### src/design/nvram_pkg.sv
// Purpose: shared constants and types for the serial nonvolatile memory slave
// Assumes: 50 MHz system clock, serial pins sampled through two flip-flops
// Notes:   status bits 6..2 and 7 model the nonvolatile cells; reset stands for power-up
//
// How it works
// - after identity opcode, 32 clocks shift identity out on falling SCK, SI ignored
// - identity order: maker byte, continuation byte, product byte one, product byte two
// - after the last identity bit, SO keeps that bit until chip select rises
// - sleep starts at the chip select rise ending an opcode-only sleep command
// - any SCK clock after the sleep opcode cancels the sleep request
// - asleep: SCK and SI ignored, SO released
// - chip select fall wakes; normal operation within the 400 us recovery time
// - guard bits: none, 18000h-1FFFFh, 10000h-1FFFFh, or whole array protected
// - guarded writes refused; latch low refuses all; lock with WP low refuses status
// - pause pin low with chip select low suspends the command without aborting
// - pause ends only when SCK returns to the level seen at pause entry
// - during pause SCK and SI ignored and SO released for reads
// - chip select rising during pause aborts the command in progress
// - pause abort before opcode recognition leaves the write-enable latch unchanged
// - commands start with an 8-bit opcode; identity 9Fh, sleep B9h
// - latch set by set command; cleared at power-up, clear command, write-ending rise
// - status: lock bit 7, guard bits 3..2, latch bit 1, bit 0 zero
// - chip select high: inputs ignored, SO released

package nvram_pkg;

	localparam int          ADDR_W           = 17;
	localparam int          BYTE_W           = 8;
	localparam int          OPCODE_BITS      = 8;
	localparam int          ID_BITS          = 32;
	localparam int          ADDR_BYTES       = 3;

	localparam logic [7:0]  OP_LATCH_SET     = 8'h06;
	localparam logic [7:0]  OP_LATCH_CLEAR   = 8'h04;
	localparam logic [7:0]  OP_STATUS_READ   = 8'h05;
	localparam logic [7:0]  OP_STATUS_WRITE  = 8'h01;
	localparam logic [7:0]  OP_ARRAY_READ    = 8'h03;
	localparam logic [7:0]  OP_ARRAY_WRITE   = 8'h02;
	localparam logic [7:0]  OP_IDENTITY_READ = 8'h9F;
	localparam logic [7:0]  OP_SLEEP         = 8'hB9;

	localparam int          SR_LOCK          = 7;
	localparam int          SR_GUARD_HI      = 3;
	localparam int          SR_GUARD_LO      = 2;
	localparam int          SR_LATCH         = 1;
	localparam logic [7:0]  STATUS_INIT      = 8'h00;

	localparam logic [ADDR_W-1:0] GUARD_QUARTER_BASE = 17'h18000;
	localparam logic [ADDR_W-1:0] GUARD_HALF_BASE    = 17'h10000;

	localparam int          WAKE_TIME_US     = 400;
	localparam int          CLK_FREQ_MHZ     = 50;
	localparam int          WAKE_CYCLES      = WAKE_TIME_US * CLK_FREQ_MHZ;

	typedef struct packed {
		logic cs_n;
		logic sck;
		logic si;
		logic hold_n;
		logic wp_n;
	} pin_in_t;

	typedef struct packed {
		logic [ADDR_W-1:0] addr;
		logic [BYTE_W-1:0] data;
	} array_write_t;

	typedef enum logic [2:0] {
		ST_OPCODE,
		ST_ADDR,
		ST_WRITE_DATA,
		ST_STATUS_DATA,
		ST_SEND,
		ST_SLEEP_ARMED,
		ST_IGNORE
	} cmd_state_t;

	typedef enum logic [1:0] {
		SRC_ID,
		SRC_STATUS,
		SRC_ARRAY
	} out_src_t;

	typedef enum logic [1:0] {
		PWR_AWAKE,
		PWR_ASLEEP,
		PWR_WAKING
	} pwr_state_t;

endpackage

### src/design/write_fifo.sv
// Purpose: small flip-flop FIFO carrying array writes to the memory side
// Assumes: single clock, depth a power of two
// Notes:   full and empty are registered flags
`timescale 1ns/1ps
`default_nettype none

module write_fifo #(
	parameter int WIDTH = 25,
	parameter int DEPTH = 8
) (
	// clock and reset
	input  wire logic             i_clk,
	input  wire logic             i_rst_n,
	// fill side
	input  wire logic             i_in_valid,
	output logic                  o_in_ready,
	input  wire logic [WIDTH-1:0] i_in_data,
	// drain side
	output logic                  o_out_valid,
	input  wire logic             i_out_ready,
	output logic      [WIDTH-1:0] o_out_data
);
	localparam int PTR_W = $clog2(DEPTH);

	generate
		if (DEPTH < 2 || (DEPTH & (DEPTH - 1)) != 0) begin : g_bad_depth
			$error("write_fifo depth must be a power of two, at least 2");
		end
	endgenerate

	logic [WIDTH-1:0] mem [DEPTH];
	logic [PTR_W-1:0] wr_ptr;
	logic [PTR_W-1:0] rd_ptr;
	logic [PTR_W:0]   count;
	logic             full;
	logic             empty;

	wire              push       = i_in_valid & ~full;
	wire              pop        = i_out_ready & ~empty;
	wire [PTR_W:0]    next_count = count + {{PTR_W{1'b0}}, push} - {{PTR_W{1'b0}}, pop};

	assign o_in_ready  = ~full;
	assign o_out_valid = ~empty;
	assign o_out_data  = mem[rd_ptr];

	always_ff @(posedge i_clk) begin
		if (push) begin
			mem[wr_ptr] <= i_in_data;
		end
	end

	always_ff @(posedge i_clk or negedge i_rst_n) begin
		if (!i_rst_n) begin
			wr_ptr <= '0;
			rd_ptr <= '0;
			count  <= '0;
			full   <= 1'b0;
			empty  <= 1'b1;
		end else begin
			wr_ptr <= wr_ptr + PTR_W'(push);
			rd_ptr <= rd_ptr + PTR_W'(pop);
			count  <= next_count;
			full   <= (next_count == (PTR_W+1)'(DEPTH));
			empty  <= (next_count == '0);
		end
	end

endmodule

`default_nettype wire

### src/design/spi_nvram_slave.sv
// Purpose: serial slave command logic: identity, sleep, write guarding, pause
// Assumes: SPI mode 0 or 3; SCK at most about 1/6 of i_clk; i_rd_data follows o_rd_addr
// Notes:   array writes leave through a FIFO; reset models power-up
`timescale 1ns/1ps
`default_nettype none

module spi_nvram_slave
	import nvram_pkg::*;
#(
	parameter int         WAKE_CNT   = WAKE_CYCLES,
	parameter int         FIFO_DEPTH = 8,
	parameter logic [7:0] MAKER_CODE = 8'h5A,  // arbitrary value
	parameter logic [7:0] CONT_CODE  = 8'h7F,  // arbitrary value
	parameter logic [7:0] PROD_CODE0 = 8'h21,  // arbitrary value
	parameter logic [7:0] PROD_CODE1 = 8'h43   // arbitrary value
) (
	// clock and reset
	input  wire logic              i_clk,
	input  wire logic              i_rst_n,
	// serial pins
	input  wire logic              i_cs_n,
	input  wire logic              i_sck,
	input  wire logic              i_si,
	input  wire logic              i_hold_n,
	input  wire logic              i_wp_n,
	output logic                   o_so,
	output logic                   o_so_oe,
	// array read port
	output logic      [ADDR_W-1:0] o_rd_addr,
	input  wire logic [BYTE_W-1:0] i_rd_data,
	// array write stream
	output logic                   o_wr_valid,
	input  wire logic              i_wr_ready,
	output logic      [ADDR_W-1:0] o_wr_addr,
	output logic      [BYTE_W-1:0] o_wr_data,
	// status
	output logic      [7:0]        o_status,
	output logic                   o_asleep,
	output logic                   o_paused,
	output logic                   o_wr_overrun
);
	generate
		if (WAKE_CNT < 1 || FIFO_DEPTH < 2) begin : g_bad_param
			$error("spi_nvram_slave: WAKE_CNT and FIFO_DEPTH out of range");
		end
	endgenerate

	localparam int         WAKE_W      = $clog2(WAKE_CNT + 1);
	localparam logic [5:0] ID_LEN      = 6'(ID_BITS);
	localparam logic [2:0] LAST_BIT    = 3'(OPCODE_BITS - 1);
	localparam logic [1:0] LAST_ADDR_B = 2'(ADDR_BYTES - 1);

	function automatic logic is_guarded(input logic [1:0] guard, input logic [ADDR_W-1:0] a);
		unique case (guard)
			2'b00: is_guarded = 1'b0;
			2'b01: is_guarded = (a >= GUARD_QUARTER_BASE);
			2'b10: is_guarded = (a >= GUARD_HALF_BASE);
			2'b11: is_guarded = 1'b1;
		endcase
	endfunction

	// pin synchronisers and edge history
	pin_in_t    pin_meta;
	pin_in_t    pin_sync;
	pin_in_t    pin_prev;
	// power and pause
	pwr_state_t pwr;
	logic [WAKE_W-1:0] wake_cnt;
	logic       frame_live;
	logic       paused;
	logic       pause_level;
	// command engine
	cmd_state_t state;
	out_src_t   out_src;
	logic [7:0] shift_in;
	logic [2:0] bit_cnt;
	logic [1:0] byte_cnt;
	logic       addr_is_read;
	logic [ADDR_W-1:0] addr;
	logic [31:0] out_sr;
	logic [5:0] out_left;
	logic       send_started;
	logic       write_cmd_seen;
	logic       latch;
	logic [7:2] status_nv;
	logic       pend_valid;
	array_write_t pend;
	logic       fifo_in_ready;
	array_write_t fifo_out;

	always_ff @(posedge i_clk or negedge i_rst_n) begin
		if (!i_rst_n) begin
			pin_meta <= '{cs_n: 1'b1, sck: 1'b0, si: 1'b0, hold_n: 1'b1, wp_n: 1'b1};
			pin_sync <= '{cs_n: 1'b1, sck: 1'b0, si: 1'b0, hold_n: 1'b1, wp_n: 1'b1};
			pin_prev <= '{cs_n: 1'b1, sck: 1'b0, si: 1'b0, hold_n: 1'b1, wp_n: 1'b1};
		end else begin
			pin_meta <= '{cs_n: i_cs_n, sck: i_sck, si: i_si, hold_n: i_hold_n, wp_n: i_wp_n};
			pin_sync <= pin_meta;
			pin_prev <= pin_sync;
		end
	end

	// decoded events
	wire        cs_fall      = pin_prev.cs_n & ~pin_sync.cs_n;
	wire        cs_rise      = ~pin_prev.cs_n & pin_sync.cs_n;
	wire        selected     = frame_live & ~pin_sync.cs_n;
	wire        live         = selected & ~paused;
	wire        rise         = live & pin_sync.sck & ~pin_prev.sck;
	wire        fall         = live & ~pin_sync.sck & pin_prev.sck;
	wire [7:0]  next_byte    = {shift_in[6:0], pin_sync.si};
	wire        byte_done    = rise & (bit_cnt == LAST_BIT);
	wire [1:0]  guard        = status_nv[SR_GUARD_HI:SR_GUARD_LO];
	wire [7:0]  status_word  = {status_nv, latch, 1'b0};
	wire        status_ok    = latch & ~(status_nv[SR_LOCK] & ~pin_sync.wp_n);
	wire        array_ok     = latch & ~is_guarded(guard, addr);
	wire [31:0] identity     = {MAKER_CODE, CONT_CODE, PROD_CODE0, PROD_CODE1};
	wire [7:0]  reload_byte  = (out_src == SRC_STATUS) ? status_word : i_rd_data;
	wire        reload       = (out_left == 6'd0) & (out_src != SRC_ID);
	wire        next_so_oe   = selected & ~paused & (state == ST_SEND) & send_started;

	// power state: sleep entry, wake on chip select fall, recovery count
	always_ff @(posedge i_clk or negedge i_rst_n) begin
		if (!i_rst_n) begin
			pwr      <= PWR_AWAKE;
			wake_cnt <= '0;
		end else begin
			unique case (pwr)
				PWR_AWAKE: begin
					if (cs_rise && frame_live && state == ST_SLEEP_ARMED && !paused) begin
						pwr <= PWR_ASLEEP;
					end
				end
				PWR_ASLEEP: begin
					if (cs_fall) begin
						pwr      <= PWR_WAKING;
						wake_cnt <= WAKE_W'(WAKE_CNT - 1);
					end
				end
				PWR_WAKING: begin
					if (wake_cnt == '0) begin
						pwr <= PWR_AWAKE;
					end else begin
						wake_cnt <= wake_cnt - 1'b1;
					end
				end
			endcase
		end
	end

	// frame and pause tracking
	always_ff @(posedge i_clk or negedge i_rst_n) begin
		if (!i_rst_n) begin
			frame_live  <= 1'b0;
			paused      <= 1'b0;
			pause_level <= 1'b0;
		end else begin
			if (pin_sync.cs_n) begin
				frame_live <= 1'b0;
				paused     <= 1'b0;
			end else begin
				if (cs_fall && pwr == PWR_AWAKE) begin
					frame_live <= 1'b1;
				end
				if (!paused && !pin_sync.hold_n && frame_live) begin
					paused      <= 1'b1;
					pause_level <= pin_sync.sck;
				end else if (paused && pin_sync.hold_n && pin_sync.sck == pause_level) begin
					paused <= 1'b0;
				end
			end
		end
	end

	// command engine on sampled SCK edges
	always_ff @(posedge i_clk or negedge i_rst_n) begin
		if (!i_rst_n) begin
			state          <= ST_OPCODE;
			out_src        <= SRC_ID;
			shift_in       <= '0;
			bit_cnt        <= '0;
			byte_cnt       <= '0;
			addr_is_read   <= 1'b0;
			addr           <= '0;
			out_sr         <= '0;
			out_left       <= '0;
			send_started   <= 1'b0;
			write_cmd_seen <= 1'b0;
			latch          <= 1'b0;
			status_nv      <= STATUS_INIT[7:2];
		end else if (!selected) begin
			if (cs_rise && write_cmd_seen) begin
				latch <= 1'b0;
			end
			state          <= ST_OPCODE;
			bit_cnt        <= '0;
			byte_cnt       <= '0;
			send_started   <= 1'b0;
			write_cmd_seen <= 1'b0;
		end else begin
			if (rise) begin
				shift_in <= next_byte;
				bit_cnt  <= bit_cnt + 3'd1;
			end
			unique case (state)
				ST_OPCODE: begin
					if (byte_done) begin
						if (next_byte == OP_LATCH_SET) begin
							latch <= 1'b1;
							state <= ST_IGNORE;
						end else if (next_byte == OP_LATCH_CLEAR) begin
							latch <= 1'b0;
							state <= ST_IGNORE;
						end else if (next_byte == OP_STATUS_READ) begin
							out_src  <= SRC_STATUS;
							out_left <= '0;
							state    <= ST_SEND;
						end else if (next_byte == OP_STATUS_WRITE) begin
							write_cmd_seen <= 1'b1;
							state          <= ST_STATUS_DATA;
						end else if (next_byte == OP_ARRAY_READ || next_byte == OP_ARRAY_WRITE) begin
							addr_is_read   <= (next_byte == OP_ARRAY_READ);
							write_cmd_seen <= (next_byte == OP_ARRAY_WRITE);
							state          <= ST_ADDR;
						end else if (next_byte == OP_IDENTITY_READ) begin
							out_src  <= SRC_ID;
							out_sr   <= identity;
							out_left <= ID_LEN;
							state    <= ST_SEND;
						end else if (next_byte == OP_SLEEP) begin
							state <= ST_SLEEP_ARMED;
						end else begin
							state <= ST_IGNORE;
						end
					end
				end
				ST_ADDR: begin
					if (byte_done) begin
						addr     <= ADDR_W'({addr, next_byte});
						byte_cnt <= byte_cnt + 2'd1;
						if (byte_cnt == LAST_ADDR_B) begin
							out_src  <= SRC_ARRAY;
							out_left <= '0;
							state    <= addr_is_read ? ST_SEND : ST_WRITE_DATA;
						end
					end
				end
				ST_WRITE_DATA: begin
					if (byte_done) begin
						addr <= addr + 1'b1;
					end
				end
				ST_STATUS_DATA: begin
					if (byte_done) begin
						if (status_ok) begin
							status_nv <= next_byte[7:2];
						end
						state <= ST_IGNORE;
					end
				end
				ST_SEND: begin
					if (fall) begin
						send_started <= 1'b1;
						if (reload) begin
							// bit 7 leaves now; the register keeps the seven that follow
							out_sr   <= {reload_byte[BYTE_W-2:0], {(ID_BITS-BYTE_W+1){1'b0}}};
							out_left <= 6'(BYTE_W - 1);
							if (out_src == SRC_ARRAY) begin
								addr <= addr + 1'b1;
							end
						end else if (out_left != 6'd0) begin
							out_sr <= {out_sr[30:0], 1'b0};
						end
					end
				end
				ST_SLEEP_ARMED: begin
					if (rise) begin
						state <= ST_IGNORE;
					end
				end
				ST_IGNORE: begin
				end
			endcase
			if (fall && state == ST_SEND && !reload && out_left != 6'd0) begin
				out_left <= out_left - 6'd1;
			end
		end
	end

	// write hand-off into the FIFO; a byte arriving while one still waits on a full FIFO is lost
	wire take_byte = selected && state == ST_WRITE_DATA && byte_done && array_ok;

	always_ff @(posedge i_clk or negedge i_rst_n) begin
		if (!i_rst_n) begin
			pend_valid   <= 1'b0;
			pend         <= '0;
			o_wr_overrun <= 1'b0;
		end else begin
			if (take_byte && (!pend_valid || fifo_in_ready)) begin
				pend_valid <= 1'b1;
				pend       <= '{addr: addr, data: next_byte};
			end else if (pend_valid && fifo_in_ready) begin
				pend_valid <= 1'b0;
			end
			if (take_byte && pend_valid && !fifo_in_ready) begin
				o_wr_overrun <= 1'b1;
			end
		end
	end

	write_fifo #(
		.WIDTH ($bits(array_write_t)),
		.DEPTH (FIFO_DEPTH)
	) u_write_fifo (
		.i_clk       (i_clk),
		.i_rst_n     (i_rst_n),
		.i_in_valid  (pend_valid),
		.o_in_ready  (fifo_in_ready),
		.i_in_data   (pend),
		.o_out_valid (o_wr_valid),
		.i_out_ready (i_wr_ready),
		.o_out_data  (fifo_out)
	);

	assign o_wr_addr = fifo_out.addr;
	assign o_wr_data = fifo_out.data;

	// serial output and status flops
	always_ff @(posedge i_clk or negedge i_rst_n) begin
		if (!i_rst_n) begin
			o_so      <= 1'b0;
			o_so_oe   <= 1'b0;
			o_rd_addr <= '0;
			o_status  <= STATUS_INIT;
			o_asleep  <= 1'b0;
			o_paused  <= 1'b0;
		end else begin
			// once the identity is spent, SO keeps its last bit
			if (fall && state == ST_SEND && (reload || out_left != 6'd0)) begin
				o_so <= reload ? reload_byte[7] : out_sr[31];
			end
			o_so_oe   <= next_so_oe;
			o_rd_addr <= addr;
			o_status  <= status_word;
			o_asleep  <= (pwr != PWR_AWAKE);
			o_paused  <= paused;
		end
	end

endmodule

`default_nettype wire

### config.mk
export PLATFORM = sky130hd
export DESIGN_NAME = spi_nvram_slave
export DESIGN_NICKNAME = d
export VERILOG_FILES = /design/src/design/nvram_pkg.sv /design/src/design/write_fifo.sv /design/src/design/spi_nvram_slave.sv
export SDC_FILE = /design/constraint.sdc
export NUM_CORES = 1
export LEC_CHECK = 0
export BUFFER_PORTS_ARGS = -buffer_cell sky130_fd_sc_hd__buf_4
export CORE_ASPECT_RATIO = 1.1
export CORE_UTILIZATION = 30
export CTS_CLUSTER_DIAMETER = 150
export DETAILED_ROUTE_END_ITERATION = 7
export PLACE_DENSITY = 0.48
export SLEW_MARGIN = 20
export SYNTH_ARGS = -nofsm -noshare
export SYNTH_HDL_FRONTEND = slang
export SYNTH_SLANG_ARGS = --single-unit
### constraint.sdc
create_clock -name i_clk -period 4.6 [get_ports i_clk]
set_input_delay 0.46 -clock i_clk [delete_from_list [all_inputs] [get_ports i_clk]]
set_output_delay 0.46 -clock i_clk [all_outputs]
set_load 0.02 [all_outputs]
# Word level (Yosys, flattened, before mapping)
# Memory sizes are Yosys's and may differ from the RTL's.
# Cells that the tools add are included.
[totals]
reg_bits = 181
mem_bits_rw = 200
input_bits = 16
out_inout_bits = 56
word_cells = 316
n_memories = 1
[op_classes]
n_addsub = 9
magnitude_cmp = 2
eq_ne = 72
muxes = 96
bitwise = 31
n_reduce_logical = 60
[mem_list]
columns = ["memory", "depth", "word_bits", "read_ports", "rd_clocked_by_memory_dff", "wr", "line", "source"]
rows = [
  ["u_write_fifo.mem", 8, 25, 1, 0, 1, "write_fifo.sv:31", "logic [WIDTH-1:0] mem [DEPTH];"],
]
[ops]
columns = ["operator", "n"]
rows = [
  ["$mux 32", 10],
  ["$mux 17", 5],
  ["$mux 6", 12],
  ["$pmux 32 s2", 1],
  ["$pmux 17 s3", 1],
  ["$mux 3", 14],
  ["$ne 3x3->1 const B", 14],
  ["$ne 2x2->1 const B", 20],
  ["$ge 17x17->1 const B", 2],
  ["$mux 2", 17],
  ["$mux 15", 2],
  ["$pmux 15 s2", 1],
  ["$mux 1", 27],
  ["$eq 8x3->1 const B", 3],
  ["$logic_and 1x1->1", 20],
  ["$pmux 6 s3", 1],
  ["$add 17x1->17 const B", 1],
  ["$and 1x1->1", 17],
  ["$eq 8x2->1 const B", 2],
  ["$eq 8x8->1 const B", 2],
  ["$reduce_bool 2->1", 8],
  ["$logic_not 15->1", 1],
  ["$sub 15x1->15 const B", 1],
  ["$not 1->1", 14],
  ["42 further kinds", 74],
]

# Logic depth before layout (Yosys ltp)
# Gate-level depths: netlist (run 1).
[logic_depth]
word_depth = 11
depth_mapped = 9
depth_no_buf = 8

# Modules after synthesis
# A second synthesis (run 1) with hierarchy kept.
[hier_totals]
cells_unflattened = 1091
hier_area_um2 = 16051.6
[modules_own_cells]
columns = ["module", "n_inst", "cells_each", "area_each_um2", "seq_area_each_um2"]
rows = [
  ["write_fifo", 1, 344, 8271.7, 6307.3],
  ["spi_nvram_slave", 1, 747, 7780.0, 4237.8],
]

# Worst setup path after synthesis (run 1)
# Ideal clock, no wire load.
[synth_path]
kind = "register -> register"
startpoint = "reg pend_valid"
endpoint = "mem u_write_fifo.mem[0][0], enable pin"
setup_ns = 0.438
arrival_ns = 2.511
required_time_ns = 4.162
path_slack_ns = 1.651
stages_incl_launch_ff = 4
path_buffers = 0
period_less_slack_ns = 2.949
path_cell_list = "dfrtp_1 > nor2b_1 > nand2b_1 > nor3_1"
[synth_via]
elab_chain_cells = 3
[synth_lines]
columns = ["item", "line", "source"]
rows = [
  ["start: declaration", "spi_nvram_slave.sv:86", "logic pend_valid;"],
  ["start signal: assignment", "spi_nvram_slave.sv:294", "pend_valid <= 1'b0;"],
  ["start signal: assignment", "spi_nvram_slave.sv:299", "pend_valid <= 1'b1;"],
  ["start signal: assignment", "spi_nvram_slave.sv:302", "pend_valid <= 1'b0;"],
  ["$and 1x1->1", "write_fifo.sv:38", "wire push = i_in_valid & ~full;"],
  ["$mux 1", "write_fifo.sv:47", "if (push) begin"],
  ["$mux 1 (implied by the code)", "write_fifo.sv:48", "mem[wr_ptr] <= i_in_data;"],
  ["end: declaration", "write_fifo.sv:31", ""],
]
# Every way passes these cells.

# Worst setup path in the final report (run 1)
[layout_path]
startpoint = "reg u_write_fifo.rd_ptr[0]"
endpoint = "out o_wr_addr[10]"
[layout_via]
elab_chain_cells = 1
[layout_lines]
columns = ["item", "line", "source"]
rows = [
  ["start: declaration", "write_fifo.sv:33", "logic [PTR_W-1:0] rd_ptr;"],
  ["start signal: assignment", "write_fifo.sv:61", "rd_ptr <= rd_ptr + PTR_W'(pop);"],
  ["$mem_v2 8x25", "-", ""],
  ["end: declaration", "spi_nvram_slave.sv:34", "output logic [ADDR_W-1:0] o_wr_addr,"],
]
# Every way passes these cells.

==> results of run 1 <==
==> cells by family (layout without fill, tap and decap cells) <==
family                     Yosys count  after routing
DFF                                381            381
adders and majority gates           19             19
muxes                              116            116
other                                1              1
xor gates and xnor gates            19             19
AOI/OAI and AO/OA                  173            173
buffers and inverters               85            194
and+or+nand+nor                    317            317
==> report_power, final <==
group	internal (W)	switching, W	leakage, nW
Combinational	0.000467	0.000461	2.16
Sequential	0.00369	0.000347	3.75
Clock	0.00212	0.00138	0.718
==> repair_timing <==
item | 4_1_cts | 5_1_grt
setup buffers | 0 | 0
endpoints found under the hold margin | 7 | 0
hold buffers | 6 | 0
==> metal layers <==
layer  GRT usage  up-vias  routed length [um]
met5           0        -                   0
met1      0.1797     4669               16460
met3     0.02689       47                1387
met4     0.03391        0                 605
met2      0.2260      164               17560
li1            -     4257                   -
==> sequential cells by signal (all words and copies together) (netlist names), 3 cells and up <==
register             flops
u_write_fifo.mem       200
out_sr                  32
pend                    25
addr                    17
o_rd_addr               17
wake_cnt                15
o_status                 7
shift_in                 7
out_left                 6
status_nv                6
pin_meta                 5
pin_sync                 4
u_write_fifo.count       4
bit_cnt                  3
state                    3
u_write_fifo.rd_ptr      3
u_write_fifo.wr_ptr      3
==> metrics by stage <==
stage | hold WS (ns) | area [um2] | util
6_report | 0.2480 | 18650 | 0.3559
3_3_place_gp | 0.3340 | 17130 | 0.3269
4_1_cts | 0.2097 | 18650 | 0.3559
3_5_place_dp | 0.3358 | 17130 | 0.3269
5_1_grt | 0.2383 | 18650 | 0.3559
2_1_floorplan | 0.1644 | 15890 | -
==> worst paths after layout <==
kind                                             start             to  slack (ns)  cells after the start
worst max-delay path            u_write_fifo.rd_ptr[0]  o_wr_addr[10]        1.29                      4
worst min-delay path                      i_rd_data[7]           o_so        0.25                      3
worst max register to register                state[2]     out_sr[29]        1.35                      6
worst min register to register             pin_meta[0]    pin_sync[0]        0.35                      0
max in group asynchronous                      i_rst_n    shift_in[6]        2.88                      3
min in group asynchronous                      i_rst_n     out_sr[24]        0.50                      2
==> cell usage after synthesis (3+ instances only) <==
| cell type | n |
|---|---|
| edfxtp_1 | 200 |
| dfrtp_1 | 173 |
| nand2_1 | 125 |
| a21oi_1 | 66 |
| mux2_2 | 58 |
| nor2_1 | 57 |
| mux4_2 | 50 |
| nand3_1 | 39 |
| o21ai_0 | 34 |
| clkbuf_1 | 30 |
| inv_1 | 25 |
| ha_1 | 18 |
| nand2b_1 | 15 |
| buf_2 | 14 |
| a31oi_1 | 13 |
| o21ai_2 | 12 |
| nor3_1 | 11 |
| xor2_1 | 11 |
| and3_1 | 9 |
| nor2b_1 | 9 |
| dfstp_2 | 8 |
| nand4_1 | 8 |
| o22ai_1 | 8 |
| xnor2_1 | 8 |
| buf_6 | 7 |
| o31ai_1 | 7 |
| buf_1 | 5 |
| nand3b_1 | 5 |
| or3_1 | 5 |
| a21boi_0 | 4 |
| and2_1 | 4 |
| buf_4 | 4 |
| mux2_1 | 4 |
| mux2i_1 | 4 |
| a21o_1 | 3 |
| a21oi_4 | 3 |
| nor4_2 | 3 |
| or4_1 | 3 |
==> final cells by class <==
| type | instances | area (um2) | share of cell area |
|---|---|---|---|
| clock buffers | 64 | 1297 | 0.06956 |
| clock inverters | 12 | 160.2 | 0.008587 |
| inverters | 25 | 93.84 | 0.005031 |
| multi-input cells | 645 | 4985 | 0.2673 |
| flip-flops and latches | 381 | 10550 | 0.5657 |
| well taps | 675 | 844.6 | 0.04528 |
| repair buffers | 93 | 719.4 | 0.03857 |
==> critical path, delay by kind of cell (launching register included) <==
| family | cells | cell delay, ns |
|---|---|---|
| mux | 2 | 0.81 |
| flops | 1 | 0.93 |
| buf+inv | 2 | 0.51 |
==> results.toml, run 1 <==
[critical_path]
crit_arrival_ns = 2.85
crit_top_cell = "buf_4"
critPathSlowestCell = "dfrtp_4"
worstSetupPathType = "reg2out"
critPathMaxStageDelay_ns = 0.93
end_kind = "output port"
critical_path.cell_chain = "buf_4 > mux4_2 > mux2_2 > buf_4"
crit_fanout = 37
critPathLaunchType = "register"
crit_required_ns = 4.14

[floorplan]
ios = 72
dieWidth_um = 221.5
dieArea_um2 = 53900
die_h_um = 243.4
initial_core_util = 0.3032
core-area_um2 = 52410
fp-row-count = 88

[synthesis]
synth_adder_area_share = 0.01543
synth_seq_area_share = 0.6635
synth_compound_area_frac = 0.06865
synth_flop_cell = "edfxtp_1"
synth.distinct_cells = 78
synth_top_family_by_area = "multiplexers"
syn_area_um2 = 15890
syn_nets = 1146
syn_area_per_cell_um2 = 14.30
synth_xor_area_frac = 0.01047
synthMuxAreaShare = 0.1173
yosys.area_share.simple = 0.09896
yosysWarnings = 0
synth_top_area_frac = 0.3779
synth.ff_latch_count = 381
netlist_top_cells_area = "edfxtp_1 (38%), dfrtp_1 (27%), mux4_2 (7.1%), mux2_2 (4.1%), nand2_1 (3.0%)"
synth_async_sr_flop_share = 0.4751
synthCells = 1111
synth_edf_count = 200
yosys.area.top_type = "edfxtp_1"

[detailed_routing]
drt_iter0_drc = 537
via_per_inst = 4.822
drtPass1Iterations = 7
wl_um = 36010
ant_nets = 0
routedWlPerCell_um = 19.00
dr_total_vias = 9137
drc = 0

[clocking]
cts_buffers = 42
ctsLongestPathBuffers = 3
cts-root-buf = "clkbuf_16"
htreeDepth = 2
path_clk_slew_ns = 0.06
ctsResizeCount = 0
clock-sinks = 381
clk-insertion-delay-late_ns = 0.56
cts_tree = "built"

[sta]
finalMaxSlewViolations = 0
timing.final.crit_share = 0.7191
hold_viol_final = 0
tns_ns = 0
rsz0062_at_grt = "false"
setup_ws_ns = 1.292
slew_headroom = 0.2993
fin_worst_skew_ns = 0.01663
fmax_mhz = 302.3
tightest_slew_ns = 1.049
final.min_clock_period_ns = 3.308
setup_viol = 0

[power_and_ir_drop]
vdd_ir_drop_max_v = 0.0002395
finalPower_w = 0.008464
leakage_nw = 6.630
p_per_area_nw_per_um2 = 453.8

[layout]
diodes = 0
drive_gt1_frac = 0.2582
fill_cells = 5062
syn_to_final_growth_pct = 17.36
nets = 1223
layout_commonest_cell = "edfxtp_1"
stdcell_count = 1895
final_cell_mix = "edfxtp_1 (200), dfrtp_1 (170), nand2_1 (125)"

[hold_path]
hp-class = "in2reg"

[run_status]
status = "finished clean"

[grt]
grt_use_total = 0.1352
grt-ovfl-total = 0
grt_pass1_wl_um = 56090
grt_pass1_vias = 9326
grt_max_degree = 95
antenna_found_initial = 0

[placement]
pre_cts_ws_ns = 1.394
portBuffers = 70
hpwl_um = 21300
place_congestion = 0.7477
dp.cells = 1813

[flow_run]
drv_cap = 0
(Power assumes the default switching activity.)
==> run 2, diff against run 1 <==
PLACE_DENSITY = 0.49   (was 0.48)
clock period = 3 ns   (was 4.6 ns; I/O delays follow)
==> results.toml, run 2 (same netlist as run 1, synthesis figures left out) <==
[clocking]
clock-sinks = 381
htreeDepth = 2
path_clk_slew_ns = 0.07
clk-insertion-delay-late_ns = 0.56
cts-root-buf = "clkbuf_16"
cts_post_setup_buffers_inserted = 0
cts_tree = "built"
cts_buffers = 43
ctsLongestPathBuffers = 3

[detailed_routing]
ant_nets = 0
via_per_inst = 4.755
routedWlPerCell_um = 18.20
drtPass1Iterations = 5
drc = 0
dr_total_vias = 9116
wl_um = 34900
drt_iter0_drc = 509

[critical_path]
worstSetupPathType = "reg2out"
reg2reg_slack_ns = 0.42
timing.rr.start = "shift_in[4]"
r2r_cells = 6
crit_fanout = 23
crit_required_ns = 2.70
critPathLaunchType = "register"
end_kind = "output port"
crit_arrival_ns = 2.54
reg2reg_to = "out_sr[29]"

[grt]
grt_pass1_vias = 9433
grt_max_degree = 66
grt_use_total = 0.1323
antenna_found_initial = 0
grt-ovfl-total = 0
grt_pass1_wl_um = 55330

[placement]
portBuffers = 70
dp.cells = 1833
hpwl_um = 21740
place_congestion = 0.7655

[sta]
timing.final.crit_share = 0.9467
final.min_clock_period_ns = 2.840
hold_viol_final = 0
setup_viol = 0
slew_headroom = 0.4332
fin_worst_skew_ns = 0.01727
rsz0062_at_grt = "false"
tns_ns = 0
finalMaxSlewViolations = 0
tightest_slew_ns = 0.8484
fmax_mhz = 352.1

[floorplan]
die_h_um = 243.4
ios = 72
initial_core_util = 0.3032
dieWidth_um = 221.5
dieArea_um2 = 53900
fp-row-count = 88
core-area_um2 = 52410

[hold_path]
hold_end = "o_so"
holdPathStages = 3
hp-class = "in2reg"
min-delay-start = "i_rd_data[7]"

[run_status]
status = "finished clean"

[layout]
fill_cells = 5091
final_cell_mix = "edfxtp_1 (200), dfrtp_1 (171), nand2_1 (125)"
nets = 1244
syn_to_final_growth_pct = 18.33
layout_commonest_cell = "edfxtp_1"
drive_gt1_frac = 0.2651
largest_registers = "u_write_fifo.mem (200), out_sr (32), pend (25)"
top_register = "u_write_fifo.mem"
largest_reg_flops = 200
stdcell_count = 1917

[power_and_ir_drop]
leakage_nw = 6.726
p_per_area_nw_per_um2 = 683.0
vdd_ir_drop_max_v = 0.0004426

[flow_run]
drv_cap = 0
[run 2: cell types whose count changed in the layout (fill, tap and decap cells not counted), moves of 2 or more]
cell / previous run / this run
clkbuf_8: 11 / 9
inv_6: 0 / 2
buf_4: 86 / 100
clkinv_1: 1 / 8
buf_12: 0 / 6
[run 2: power breakdown]
group	internal, W	switching, W	leakage [nW]
clock	0.00305	0.00205	0.682
combinational	0.000823	0.000971	2.29
sequential	0.00567	0.000280	3.75
[run 2: timing repair]
item,4_1_cts,5_1_grt
hold buffers,6,0
gates resized for setup,0,0
endpoints found under the hold margin,65,0
[run 2: routing by layer]
layer / GRT usage / part of all wire / wire [um]
met1: 0.1748 / 0.46 / 16010
met2: 0.2216 / 0.48 / 16890
met3: 0.02593 / 0.037 / 1296
met4: 0.03595 / 0.020 / 702
met5: 0 / 0 / 0
[run 2: worst max-delay path by stage]
stage	from	endpoint	slack, ns
CTS	u_write_fifo.rd_ptr[0]	o_wr_data[1]	0.07
floorplan	pend_valid	u_write_fifo.mem[0][0]	0.05
detailed placement	shift_in[4]	out_sr[26]	0.42
global placement	shift_in[4]	out_sr[29]	0.46
finish	u_write_fifo.rd_ptr[0]	o_wr_addr[15]	0.16
global route	u_write_fifo.rd_ptr[0]	o_wr_addr[15]	0.03
[run 2: worst max-delay path, cell delays in order (launching register included)]
cell	delay, ns
dfrtp_4	0.76
buf_12	0.22
mux4_2	0.51
mux2_2	0.31
buf_4	0.17
[run 2: per-stage QoR]
stage               setup WS, ns  hold WS [ns]  power, W  cell area (um2)    util
floorplan                0.05092      0.004409  0.007256            15890       -
global placement          0.4566        0.3358  0.007871            17360  0.3312
detailed placement        0.4195        0.3347  0.007893            17360  0.3312
CTS                      0.06994       0.06525   0.01310            18800  0.3588
global route             0.02642       0.07955   0.01348            18800  0.3588
finish                    0.1599       0.09057   0.01284            18810  0.3588
[run 2: layout make-up]
class | count | area [um2] | share of cell area
multi-input cells | 645 | 4985 | 0.2651
inverters | 25 | 93.84 | 0.004990
clock inverters | 17 | 143.9 | 0.007651
clock buffers | 60 | 1241 | 0.06600
repair buffers | 113 | 944.7 | 0.05023
well taps | 675 | 844.6 | 0.04491
diodes | 1 | 2.502 | 0.0001331
flip-flops and latches | 381 | 10550 | 0.5610
==> run 3, diff against run 2 <==
==> constraint.sdc (replaced) <==
create_clock -name i_clk -period 3 [get_ports i_clk]
set_input_delay 0.6 -clock i_clk [delete_from_list [all_inputs] [get_ports i_clk]]
set_output_delay 0.6 -clock i_clk [all_outputs]
set_load 0.02 [all_outputs]
==> results.toml, run 3 (same netlist as run 1, synthesis figures left out) <==
[detailed_routing]
ant_nets = 0
drc = 0
drtPass1Iterations = 5
via_per_inst = 4.816
wl_um = 34890
routedWlPerCell_um = 18.30
wl_met2_um = 16720
drt_iter0_drc = 506
dr_total_vias = 9184
met3_length_um = 1343
drt-met1-wl_um = 15860
dr.max_layer_used = "met4"

[floorplan]
core-area_um2 = 52410
dieArea_um2 = 53900
initial_core_util = 0.3032
fp-row-count = 88
dieWidth_um = 221.5
ios = 72
die_h_um = 243.4

[grt]
grt_use_total = 0.1326
grt_max_degree = 69
grt-ovfl-total = 0
antenna_found_initial = 0
grt_pass1_vias = 9380
grt_pass1_wl_um = 55660

[critical_path]
worstSetupPathType = "reg2out"
critPathLaunchType = "register"
reg2reg_slack_ns = 0.50
crit_required_ns = 2.40
critPathMaxStageDelay_ns = 0.53
worst-path-buf-inv = 2
crit_arrival_ns = 2.29
crit_fanout = 21
cp_top_family = "multiplexers"
end_kind = "output port"
critPathSlowestCell = "mux4_2"
critical_path.cell_chain = "buf_12 > mux4_2 > mux2_4 > buf_4"

[layout]
top_register = "u_write_fifo.mem"
drive_gt1_frac = 0.2670
diodes = 0
largest_registers = "u_write_fifo.mem (200), out_sr (32), pend (25)"
nets = 1239
final_cell_mix = "edfxtp_1 (200), dfrtp_1 (171), nand2_1 (125)"
layout_commonest_cell = "edfxtp_1"
syn_to_final_growth_pct = 17.83
stdcell_count = 1907
largest_reg_flops = 200

[sta]
hold_viol_final = 0
setup_viol = 0
fin_worst_skew_ns = 0.02230
finalMaxSlewViolations = 0
slew_headroom = 0.3789
fmax_mhz = 345.7
rsz0062_at_grt = "false"
final.min_clock_period_ns = 2.893
timing.final.crit_share = 0.9642
tightest_slew_ns = 0.9297
tns_ns = 0

[power_and_ir_drop]
vdd_ir_drop_max_v = 0.0004234
p_per_area_nw_per_um2 = 673.2
leakage_nw = 6.696

[placement]
place_congestion = 0.7739
dp.cells = 1832
hpwl_um = 21350
portBuffers = 70

[clocking]
clock-sinks = 381
htreeDepth = 2
path_clk_slew_ns = 0.06
clk-insertion-delay-late_ns = 0.57
cts_hold_buffers = 0
cts_buffers = 43
cts-root-buf = "clkbuf_16"
cts_tree = "built"
ctsLongestPathBuffers = 3

[flow_run]
drv_cap = 0

[hold_path]
hp-class = "in2async"

[run_status]
status = "finished clean"
==> run 3: repair_timing <==
| item | 4_1_cts | 5_1_grt |
|---|---|---|
| pin swaps | 0 | 0 |
| gates resized for setup | 0 | 4 |
| cloned | 0 | 0 |
| buffers inserted | 2 | 0 |
| setup endpoints to repair | 21 | 4 |
==> run 3: worst paths after layout <==
| kind | start | endpoint | cells past startpoint |
|---|---|---|---|
| worst min register to register | pin_meta[3] | pin_sync[3] | 0 |
| worst max register to register | out_left[3] | addr[11] | 7 |
| min in group i_clk | i_wp_n | pin_meta[0] | 1 |
| worst max-delay path | u_write_fifo.rd_ptr[0] | o_wr_data[0] | 4 |
| max in group asynchronous | i_rst_n | u_write_fifo.empty | 2 |
| worst min-delay path | i_rst_n | out_sr[1] | 1 |
==> run 3: layout make-up <==
type / instances / area [um2]
clock buffers: 57 / 1169
clock inverters: 16 / 127.6
fillers: 5014 / 33680
inverters: 25 / 93.84
multi-input cells: 645 / 5000
flip-flops and latches: 381 / 10550
well taps: 675 / 844.6
repair buffers: 108 / 942.2
==> run 3: layer usage <==
layer,vias up,global-route usage
met5,-,0
met4,0,0.04882
met3,66,0.02315
met2,163,0.2169
met1,4651,0.1765
li1,4304,-
==> run 3: through the flow <==
stage	setup WS, ns	power, W	hold slack, ns	instance area (um2)	util
3_5_place_dp	0.4793	0.007844	0.3347	17400	0.3320
2_1_floorplan	0.05092	0.007256	0.3044	15890	-
4_1_cts	0.02903	0.01284	0.06832	18710	0.3570
3_3_place_gp	0.5083	0.007809	0.3353	17400	0.3320
5_1_grt	0.0004665	0.01326	0.08476	18730	0.3573
6_report	0.1074	0.01261	0.05317	18730	0.3573
==> run 3: where the power goes <==
group	internal, W	leakage [nW]	switching (W)
Combinational	0.000811	2.30	0.00104
Sequential	0.00567	3.75	0.000189
Clock	0.00282	0.643	0.00208
==> run 3: worst register-to-register path: stages (launching register included) <==
cell,delay [ns]
dfrtp_1,0.41
nor4_2,0.50
nand3b_1,0.21
and2_1,0.43
a21oi_4,0.22
buf_4,0.35
a21oi_1,0.15
a21oi_1,0.15
